==> src/common/fpr_pkg.sv <==
// package: constants, field layouts and carrier types of the fuse parity and readback block
package fpr_pkg;

  // ****************************************
  // code widths and fuse counts
  // ****************************************
  localparam int unsigned GAIN2_W = 3;
  localparam int unsigned GAIN1_W = 7;
  localparam int unsigned OFFSET_W = 8;
  localparam int unsigned CODE_BITS = 18;
  localparam int unsigned FUSE_BITS = 21;
  localparam int unsigned READ_W = 8;

  // ****************************************
  // serial packet layout, first sent bit is bit 37
  // ****************************************
  localparam int unsigned PKT_W = 38;
  localparam int unsigned START_HI = 37;
  localparam int unsigned START_LO = 26;
  localparam int unsigned FUNC_HI = 25;
  localparam int unsigned FUNC_LO = 24;
  localparam int unsigned PARAM_HI = 23;
  localparam int unsigned PARAM_LO = 22;
  localparam int unsigned DUMMY_HI = 21;
  localparam int unsigned DUMMY_LO = 20;
  localparam int unsigned VALUE_HI = 19;
  localparam int unsigned VALUE_LO = 12;
  localparam int unsigned END_HI = 11;
  localparam int unsigned END_LO = 0;
  localparam logic [11:0] START_PATTERN = 12'h801;
  localparam logic [11:0] END_PATTERN = 12'h7fe;
  localparam logic [1:0] DUMMY_PATTERN = 2'h2;

  // ****************************************
  // function and parameter field codes
  // ****************************************
  localparam logic [1:0] FUNC_SENSE = 2'h0;
  localparam logic [1:0] FUNC_SIMULATE = 2'h1;
  localparam logic [1:0] FUNC_PROGRAM = 2'h2;
  localparam logic [1:0] FUNC_READ = 2'h3;
  localparam logic [1:0] PARAM_GAIN2 = 2'h0;
  localparam logic [1:0] PARAM_GAIN1 = 2'h1;
  localparam logic [1:0] PARAM_OFFSET = 2'h2;
  localparam logic [1:0] PARAM_OTHER = 2'h3;

  // ****************************************
  // read shifting
  // ****************************************
  localparam logic [2:0] LAST_PULSE = 3'h7;
  localparam logic [2:0] PULSE_RESET = 3'h0;

  // ****************************************
  // register map, byte addresses
  // ****************************************
  localparam int unsigned WB_AW = 4;
  localparam logic [3:0] STATUS_ADDR = 4'h0;
  localparam logic [3:0] CODES_ADDR = 4'h4;
  localparam logic [3:0] CTRL_ADDR = 4'h8;
  localparam logic [3:0] PKTCNT_ADDR = 4'hc;
  localparam logic CTRL_RESET = 1'b1;
  localparam logic [7:0] PKTCNT_RESET = 8'h00;

  // ****************************************
  // carrier types
  // ****************************************
  typedef struct packed {
    logic [GAIN2_W-1:0] secondGainCodeBits;
    logic [GAIN1_W-1:0] firstGainCodeBits;
    logic [OFFSET_W-1:0] offsetCodeBits;
  } fpr_codes_t;

  typedef struct packed {
    fpr_codes_t codes;
    logic parityFuseBit;
    logic testFuseBit;
    logic lockFuseBit;
  } fpr_fuse_t;

  localparam fpr_codes_t CODES_RESET = '0;

  typedef enum logic {RD_IDLE, RD_SHIFT} fpr_rd_state_t;

endpackage

==> src/rtl/fpr_fuse_cells.sv <==
// module: registered logic levels of all fuse cells
`timescale 1ns/10ps
module fpr_fuse_cells
  import fpr_pkg::*;
(
  mclk,
  rst_b,
  fuseAboveThreshold,
  fuseState
);
  input wire logic mclk;
  input wire logic rst_b;
  input wire logic [fpr_pkg::FUSE_BITS-1:0] fuseAboveThreshold;
  output fpr_pkg::fpr_fuse_t fuseState;

  fpr_fuse_t fuse_reg;
  fpr_fuse_t fuse_next;

  // ****************************************
  // cell judgement
  // ****************************************

  // sense level above threshold means blown and reads 1, below reads 0
  always_comb
  begin
    fuse_next = fuseAboveThreshold;
  end

  // register cell levels, all intact after reset
  always_ff @(posedge mclk)
  begin
    if (!rst_b)
    begin
      fuse_reg <= '0;
    end
    else
    begin
      fuse_reg <= fuse_next;
    end
  end

  assign fuseState = fuse_reg;

endmodule

==> src/rtl/fpr_fuse_parity_readback.sv <==
// module: top of the fuse parity and readback block with packet decode and register slave
//
// Behaviour
// - lock intact holds parity error at zero
// - lock blown passes parity comparison out
// - parity error forces output to low rail
// - data parity is xor of 18 bits
// - comparison result comes from two-input xor
// - read packet enters read mode for parameter
// - load fuse value, show msb on pin
// - serial falling edge shifts, msb first
// - eighth pulse disconnects pin, ends read
// - short parameters padded with upper zeros
// - readback bit joins pin only in read
// - fuse cell reads 0 intact, 1 blown
// - sense packet value bit0 picks low current
// - sense choice volatile, normal after reset
// - function field: sense, simulate, program, read
// - parameter field: gain2, gain1, offset, other
// - decode only with valid start and end
// - fuse values used only after lock blown
//
// The implementer's own choices: the placing of the registers and the Wishbone slave port.
`timescale 1ns/10ps
module fpr_fuse_parity_readback
  import fpr_pkg::*;
(
  mclk,
  rst_b,
  serialInputPin,
  packetStrobe,
  packetWord,
  fuseAboveThreshold,
  wb_adr_i,
  wb_dat_i,
  wb_sel_i,
  wb_we_i,
  wb_cyc_i,
  wb_stb_i,
  wb_dat_o,
  wb_ack_o,
  activeCodes,
  parityErrorFlag,
  forceLowRail,
  senseLowCurrent,
  readbackConnect,
  readbackBit,
  readModeActive
);
  input wire logic mclk;
  input wire logic rst_b;
  input wire logic serialInputPin;
  input wire logic packetStrobe;
  input wire logic [fpr_pkg::PKT_W-1:0] packetWord;
  input wire logic [fpr_pkg::FUSE_BITS-1:0] fuseAboveThreshold;
  input wire logic [fpr_pkg::WB_AW-1:0] wb_adr_i;
  input wire logic [31:0] wb_dat_i;
  input wire logic [3:0] wb_sel_i;
  input wire logic wb_we_i;
  input wire logic wb_cyc_i;
  input wire logic wb_stb_i;
  output logic [31:0] wb_dat_o;
  output logic wb_ack_o;
  output fpr_pkg::fpr_codes_t activeCodes;
  output logic parityErrorFlag;
  output logic forceLowRail;
  output logic senseLowCurrent;
  output logic readbackConnect;
  output logic readbackBit;
  output logic readModeActive;

  fpr_fuse_t fuseState;
  logic dataParity;
  logic parityError;

  // ****************************************
  // submodules
  // ****************************************

  // fuse cell levels
  fpr_fuse_cells uFuseCells (
    .mclk(mclk),
    .rst_b(rst_b),
    .fuseAboveThreshold(fuseAboveThreshold),
    .fuseState(fuseState)
  );

  // parity check chain
  fpr_parity_check uParity (
    .mclk(mclk),
    .rst_b(rst_b),
    .fuseState(fuseState),
    .dataParity(dataParity),
    .parityError(parityError)
  );

  // ****************************************
  // packet decode
  // ****************************************

  // value of one parameter from the fuses, upper bits padded with zeros
  function automatic logic [READ_W-1:0] fuseParam(input fpr_fuse_t f, input logic [1:0] sel);
    logic [READ_W-1:0] v;
    v = '0;
    if (sel == PARAM_GAIN2)
    begin
      v = {{(READ_W-GAIN2_W){1'b0}}, f.codes.secondGainCodeBits};
    end
    else if (sel == PARAM_GAIN1)
    begin
      v = {{(READ_W-GAIN1_W){1'b0}}, f.codes.firstGainCodeBits};
    end
    else if (sel == PARAM_OFFSET)
    begin
      v = f.codes.offsetCodeBits;
    end
    else
    begin
      v = {5'h00, f.parityFuseBit, f.testFuseBit, f.lockFuseBit};
    end
    return v;
  endfunction

  logic [11:0] pktStart;
  logic [11:0] pktEnd;
  logic [1:0] pktDummy;
  logic [1:0] pktFunc;
  logic [1:0] pktParam;
  logic [7:0] pktValue;
  logic pktAccepted;
  logic packetEnable_reg;

  // split fields and check framing, packets ignored while read shifting
  always_comb
  begin
    pktStart = packetWord[START_HI:START_LO];
    pktEnd = packetWord[END_HI:END_LO];
    pktDummy = packetWord[DUMMY_HI:DUMMY_LO];
    pktFunc = packetWord[FUNC_HI:FUNC_LO];
    pktParam = packetWord[PARAM_HI:PARAM_LO];
    pktValue = packetWord[VALUE_HI:VALUE_LO];
    pktAccepted = packetStrobe && packetEnable_reg && (pktStart == START_PATTERN)
      && (pktEnd == END_PATTERN) && (pktDummy == DUMMY_PATTERN)
      && !readModeActive;
  end

  // ****************************************
  // volatile codes, sense current, active codes
  // ****************************************
  fpr_codes_t simCodes_reg;
  fpr_codes_t simCodes_next;
  logic senseLow_reg;
  logic senseLow_next;
  fpr_codes_t active_reg;
  fpr_codes_t active_next;
  logic parErr_reg;
  logic parErr_next;
  logic lowRail_reg;
  logic lowRail_next;

  // simulate writes volatile codes until locked, sense packet picks current
  always_comb
  begin
    simCodes_next = simCodes_reg;
    senseLow_next = senseLow_reg;
    if (pktAccepted && (pktFunc == FUNC_SIMULATE) && !fuseState.lockFuseBit)
    begin
      if (pktParam == PARAM_GAIN2)
      begin
        simCodes_next.secondGainCodeBits = pktValue[GAIN2_W-1:0];
      end
      else if (pktParam == PARAM_GAIN1)
      begin
        simCodes_next.firstGainCodeBits = pktValue[GAIN1_W-1:0];
      end
      else if (pktParam == PARAM_OFFSET)
      begin
        simCodes_next.offsetCodeBits = pktValue;
      end
    end
    if (pktAccepted && (pktFunc == FUNC_SENSE) && (pktParam == PARAM_GAIN2))
    begin
      senseLow_next = pktValue[0];
    end
    active_next = fuseState.lockFuseBit ? fuseState.codes : simCodes_reg;
    parErr_next = parityError;
    lowRail_next = parityError;
  end

  // register volatile state, normal sense current after reset
  always_ff @(posedge mclk)
  begin
    if (!rst_b)
    begin
      simCodes_reg <= CODES_RESET;
      senseLow_reg <= 1'b0;
      active_reg <= CODES_RESET;
      parErr_reg <= 1'b0;
      lowRail_reg <= 1'b0;
    end
    else
    begin
      simCodes_reg <= simCodes_next;
      senseLow_reg <= senseLow_next;
      active_reg <= active_next;
      parErr_reg <= parErr_next;
      lowRail_reg <= lowRail_next;
    end
  end

  // ****************************************
  // read mode shifter
  // ****************************************
  fpr_rd_state_t rdState_reg;
  fpr_rd_state_t rdState_next;
  logic [READ_W-1:0] shift_reg;
  logic [READ_W-1:0] shift_next;
  logic [2:0] pulses_reg;
  logic [2:0] pulses_next;
  logic pinPrev_reg;
  logic pinFall;

  // load on read packet, shift on each falling edge, stop on the eighth
  always_comb
  begin
    rdState_next = rdState_reg;
    shift_next = shift_reg;
    pulses_next = pulses_reg;
    pinFall = pinPrev_reg && !serialInputPin;
    case (rdState_reg)
      RD_IDLE:
      begin
        if (pktAccepted && (pktFunc == FUNC_READ))
        begin
          rdState_next = RD_SHIFT;
          shift_next = fuseParam(fuseState, pktParam);
          pulses_next = PULSE_RESET;
        end
      end
      RD_SHIFT:
      begin
        if (pinFall)
        begin
          if (pulses_reg == LAST_PULSE)
          begin
            rdState_next = RD_IDLE;
            shift_next = '0;
          end
          else
          begin
            shift_next = {shift_reg[READ_W-2:0], 1'b0};
            pulses_next = pulses_reg + 3'h1;
          end
        end
      end
      default:
      begin
        rdState_next = RD_IDLE;
      end
    endcase
  end

  // register shifter
  always_ff @(posedge mclk)
  begin
    if (!rst_b)
    begin
      rdState_reg <= RD_IDLE;
      shift_reg <= '0;
      pulses_reg <= PULSE_RESET;
      pinPrev_reg <= 1'b0;
    end
    else
    begin
      rdState_reg <= rdState_next;
      shift_reg <= shift_next;
      pulses_reg <= pulses_next;
      pinPrev_reg <= serialInputPin;
    end
  end

  // ****************************************
  // wishbone slave
  // ****************************************
  logic ack_next;
  logic [31:0] rdData_next;
  logic [31:0] rdData_reg;
  logic ack_reg;
  logic packetEnable_next;
  logic [7:0] pktCount_reg;
  logic [7:0] pktCount_next;
  logic wbHit;

  // one-wait-state answer, unmapped addresses read zero and ignore writes
  always_comb
  begin
    wbHit = wb_cyc_i && wb_stb_i && !ack_reg;
    ack_next = wbHit;
    rdData_next = 32'h00000000;
    packetEnable_next = packetEnable_reg;
    pktCount_next = pktAccepted ? pktCount_reg + 8'h01 : pktCount_reg;
    if (wb_adr_i == STATUS_ADDR)
    begin
      rdData_next = {25'h0000000, dataParity, senseLow_reg, readbackBit, readModeActive,
        fuseState.parityFuseBit, fuseState.lockFuseBit, parErr_reg};
    end
    else if (wb_adr_i == CODES_ADDR)
    begin
      rdData_next = {14'h0000, active_reg};
    end
    else if (wb_adr_i == CTRL_ADDR)
    begin
      rdData_next = {31'h00000000, packetEnable_reg};
      if (wbHit && wb_we_i && wb_sel_i[0])
      begin
        packetEnable_next = wb_dat_i[0];
      end
    end
    else if (wb_adr_i == PKTCNT_ADDR)
    begin
      rdData_next = {24'h000000, pktCount_reg};
    end
  end

  // register bus state
  always_ff @(posedge mclk)
  begin
    if (!rst_b)
    begin
      ack_reg <= 1'b0;
      rdData_reg <= 32'h00000000;
      packetEnable_reg <= CTRL_RESET;
      pktCount_reg <= PKTCNT_RESET;
    end
    else
    begin
      ack_reg <= ack_next;
      rdData_reg <= rdData_next;
      packetEnable_reg <= packetEnable_next;
      pktCount_reg <= pktCount_next;
    end
  end

  // ****************************************
  // outputs, all straight from flip-flops
  // ****************************************
  assign wb_ack_o = ack_reg;
  assign wb_dat_o = rdData_reg;
  assign activeCodes = active_reg;
  assign parityErrorFlag = parErr_reg;
  assign forceLowRail = lowRail_reg;
  assign senseLowCurrent = senseLow_reg;
  assign readModeActive = (rdState_reg == RD_SHIFT);
  assign readbackConnect = (rdState_reg == RD_SHIFT);
  assign readbackBit = shift_reg[READ_W-1];

endmodule

==> src/rtl/fpr_parity_check.sv <==
// module: parity over stored codes, compare with parity fuse, gated by lock fuse
`timescale 1ns/10ps
module fpr_parity_check
  import fpr_pkg::*;
(
  mclk,
  rst_b,
  fuseState,
  dataParity,
  parityError
);
  input wire logic mclk;
  input wire logic rst_b;
  input fpr_pkg::fpr_fuse_t fuseState;
  output logic dataParity;
  output logic parityError;

  logic wideXorCell;
  logic compareXorCell;
  logic faultGateCell;
  logic dataParity_reg;
  logic parityError_reg;

  // ****************************************
  // parity gates
  // ****************************************

  // odd count of ones over all 18 code bits gives 1
  always_comb
  begin
    wideXorCell = ^fuseState.codes;
    compareXorCell = wideXorCell ^ fuseState.parityFuseBit;
    faultGateCell = compareXorCell & fuseState.lockFuseBit;
  end

  // register results
  always_ff @(posedge mclk)
  begin
    if (!rst_b)
    begin
      dataParity_reg <= 1'b0;
      parityError_reg <= 1'b0;
    end
    else
    begin
      dataParity_reg <= wideXorCell;
      parityError_reg <= faultGateCell;
    end
  end

  assign dataParity = dataParity_reg;
  assign parityError = parityError_reg;

endmodule

==> config.mk <==
export PLATFORM = sky130hd
export DESIGN_NAME = fpr_fuse_parity_readback
export DESIGN_NICKNAME = d
export VERILOG_FILES = /design/src/common/fpr_pkg.sv /design/src/rtl/fpr_fuse_cells.sv /design/src/rtl/fpr_fuse_parity_readback.sv /design/src/rtl/fpr_parity_check.sv
export SDC_FILE = /design/constraint.sdc
export NUM_CORES = 1
export LEC_CHECK = 0
export BUFFER_PORTS_ARGS = -buffer_cell sky130_fd_sc_hd__buf_2
export CAP_MARGIN = 20
export CORE_ASPECT_RATIO = 1.75
export CORE_UTILIZATION = 27
export DETAILED_ROUTE_END_ITERATION = 8
export PLACE_DENSITY = 0.61
export SLEW_MARGIN = 10
export SYNTH_ARGS = -nofsm -noshare
export SYNTH_HDL_FRONTEND = slang
export SYNTH_SLANG_ARGS = --single-unit
export TNS_END_PERCENT = 100
==> constraint.sdc <==
create_clock -name mclk -period 7.1 [get_ports mclk]
set_clock_uncertainty 0.1 [all_clocks]
set_input_delay 0.355 -clock mclk [delete_from_list [all_inputs] [get_ports mclk]]
set_output_delay 0.355 -clock mclk [all_outputs]
set_load 0.01 [all_outputs]
==> flow_summary.json <==
{
  "ioPinCount": 163,
  "synth_seq_cells": 102,
  "cp_top_family": "simple AND/OR/NAND/NOR gates",
  "arrival_ns": 3.48,
  "p_comb_share_pct": 9.0,
  "rsz0062_at_grt": "false",
  "rows": 60,
  "power_frac_seq_pct": 49.8,
  "grt_pass1_wl_um": 18000,
  "ant_nets": 0,
  "cts_resized": 0,
  "hp-class": "in2reg",
  "worst_slew_pin_slew_ns": 1.01,
  "area_delta_synth_final_pct": 22.7,
  "drtIter0Drc": 127,
  "power.leakage_uw": 0.00223,
  "post_cts_buffers": 0,
  "die_w_um": 97.4,
  "syn_inst": 434,
  "cts_made_buffers": 9,
  "design_area_um2": 5280,
  "die_height_um": 169,
  "cp.buffers_inverters": 0,
  "clock-sinks": 102,
  "yosysUniqueCellTypes": 49,
  "clk_pin_slew_ns": 0.07,
  "maxCapViolCount": 0,
  "synthesis.area_um2": 4300,
  "crit_type": "reg2reg",
  "pwr-share-clk_pct": 41.3,
  "drive_gt1_share_pct": 27.5,
  "vias_per_cell": 4.70,
  "ir_drop_mv": 0.126,
  "synth_flop_cell": "dfxtp_1",
  "placed_cells": 715,
  "dpl.hpwl_um": 9050,
  "grt_max_degree": 60,
  "cts_tree": "done",
  "cp-end-kind": "flip-flop",
  "antenna_found_initial": 0,
  "seq_area_frac_synth_pct": 47.5,
  "grt_pass1_vias": 3470,
  "cts.htree.levels": 3,
  "crit_chain": "or4bb_1 > nor4_1 > nand4_1 > and3_1 > o31a_1",
  "critPathSlowestCell": "nor4_1",
  "final_util_pct": 34.1,
  "finalCritPeriodShare_pct": 47.2,
  "slew_headroom_pct": 32.6,
  "netSwitchingFraction_pct": 22.8,
  "wl_um": 11500,
  "num_antenna_cells": 0,
  "crit_required_ns": 7.22,
  "clk_latency_ns": 0.34,
  "power_density_nw_per_um2": 227,
  "p_switching_uw": 273,
  "dp_slack_ns": 3.78,
  "hold_buffers": 0,
  "post_drt_wl_per_cell_um": 15.8,
  "place_congestion": 0.845,
  "maxSlewViolCount": 0,
  "instances_no_fill": 731,
  "ys.warnings.count": 0,
  "drc": 0,
  "hold_viol": 0,
  "core-area_um2": 15500,
  "synth.avg_cell_area_um2": 9.91,
  "clk_path_buf_depth": 2,
  "p_int_uw": 925,
  "cpPeakStageDelay_ns": 0.73,
  "start_util_pct": 27.8,
  "synth_edf_count": 0,
  "dieArea_um2": 16500,
  "largest_reg_flops": 21,
  "layout_min_cycle_time_ns": 3.35,
  "status": "complete, no violations",
  "clockRootBuffer": "clkbuf_16",
  "grt-ovfl-total": 0,
  "setup_viol": 0,
  "timing.final.ws_setup_ns": 3.75,
  "grt_usage_pct": 13.9,
  "path_max_fanout": 14,
  "vias": 3435,
  "dr.pass1.iters": 4,
  "final_nets": 649,
  "start_kind": "flip-flop",
  "fin_tns_setup_ns": 0,
  "place_area_um2": 4970,
  "async_reset_ff_share_pct": 0,
  "fmax_mhz": 298,
  "portBuffers": 114
}
==> power by group through the flow <==
stage               registers (uW)  logic [uW]  clock network (uW)
floorplan                      606        73.4                   0
global placement               609         105                   0
detailed placement             609         107                   0
CTS                            596         108                 503
global route                   597         116                 529
finish                         596         107                 495
==> Yosys cell counts (all sizes together), types with 2 or more instances <==
master,count,area (um2)
mux4,4,90.1
ha,3,37.5
and3,2,12.5
clkbuf,17,63.8
nand3b,3,22.5
o21ai,5,25.0
or4,6,52.6
nand4,7,43.8
inv,3,11.3
o31a,3,26.3
mux2,6,67.6
dfxtp,102,2040
or4bb,2,22.5
a32oi,3,26.3
nor2,53,199
nand2,26,97.6
nor3,5,47.5
a22oi,6,45.0
nor4,9,56.3
nand3,10,50.1
a21oi,16,80.1
buf,18,135
a22o,4,35.0
nand2b,4,25.0
or3b,3,26.3
nor2b,4,25.0
xnor3,2,45.0
nor4b,4,41.3
and2,36,225
xnor2,17,149
o31ai,6,45.0
mux2i,36,360
==> path summary, 6_finish.rpt <==
kind	from	endpoint	slack, ns	depth (start not counted)
hold reg to reg	uParity.parityError$_SDFF_PN0_	forceLowRail$_SDFF_PN0_	0.34	1
setup / recovery	readModeActive$_SDFF_PN0_	shift_reg[1]$_SDFFE_PN0P_	3.75	5
hold / removal	fuseAboveThreshold[10]	uFuseCells.fuseState[10]$_SDFF_PN0_	0.12	2
setup reg to reg	readModeActive$_SDFF_PN0_	shift_reg[1]$_SDFFE_PN0P_	3.75	5
==> layout make-up <==
| class | instances | area [um2] |
|---|---|---|
| fillers | 1614 | 10200 |
| multi-input cells | 307 | 2100 |
| flip-flops and latches | 102 | 2040 |
| repair buffers | 117 | 591 |
| clock buffers | 12 | 246 |
| well taps | 186 | 233 |
| clock inverters | 4 | 55.1 |
| inverters | 3 | 11.3 |
==> placed cells by master, fill, tap and decap left out, types with 7 or more instances in the layout <==
master,count
a21oi_1,16
and2_1,35
buf_2,115
clkbuf_16,9
conb_1,14
dfxtp_1,102
mux2i_1,36
nand2_1,26
nand3_1,10
nand4_1,7
nor2_1,53
nor4_1,9
xnor2_1,17
==> metal layers <==
metal	track usage (%)	vias to the layer above	wire (um)
met1	13.5	1627	4190
met2	27.1	93	6460
met3	2.89	22	487
met4	7.23	0	382
li1	-	1693	-
met5	0	-	0
==> kinds of logic after synthesis <==
family / Yosys count / share of synthesized area [%]
xor+xnor: 20 / 4.71
compound gates: 46 / 7.07
flops: 102 / 47.5
simple gates: 178 / 22.8
fa+ha+maj: 3 / 0.873
buf+inv: 38 / 4.89
mux: 46 / 12.0
other cells: 1 / 0.0872
==> stage by stage <==
stage / hold slack (ns) / total power [uW]
2_1_floorplan: 0.312 / 679
3_5_place_dp: 0.326 / 716
6_report: 0.123 / 1200
4_1_cts: 0.115 / 1210
5_1_grt: 0.119 / 1240
3_3_place_gp: 0.329 / 714
Note: power is estimated with default switching activity, not from simulation.
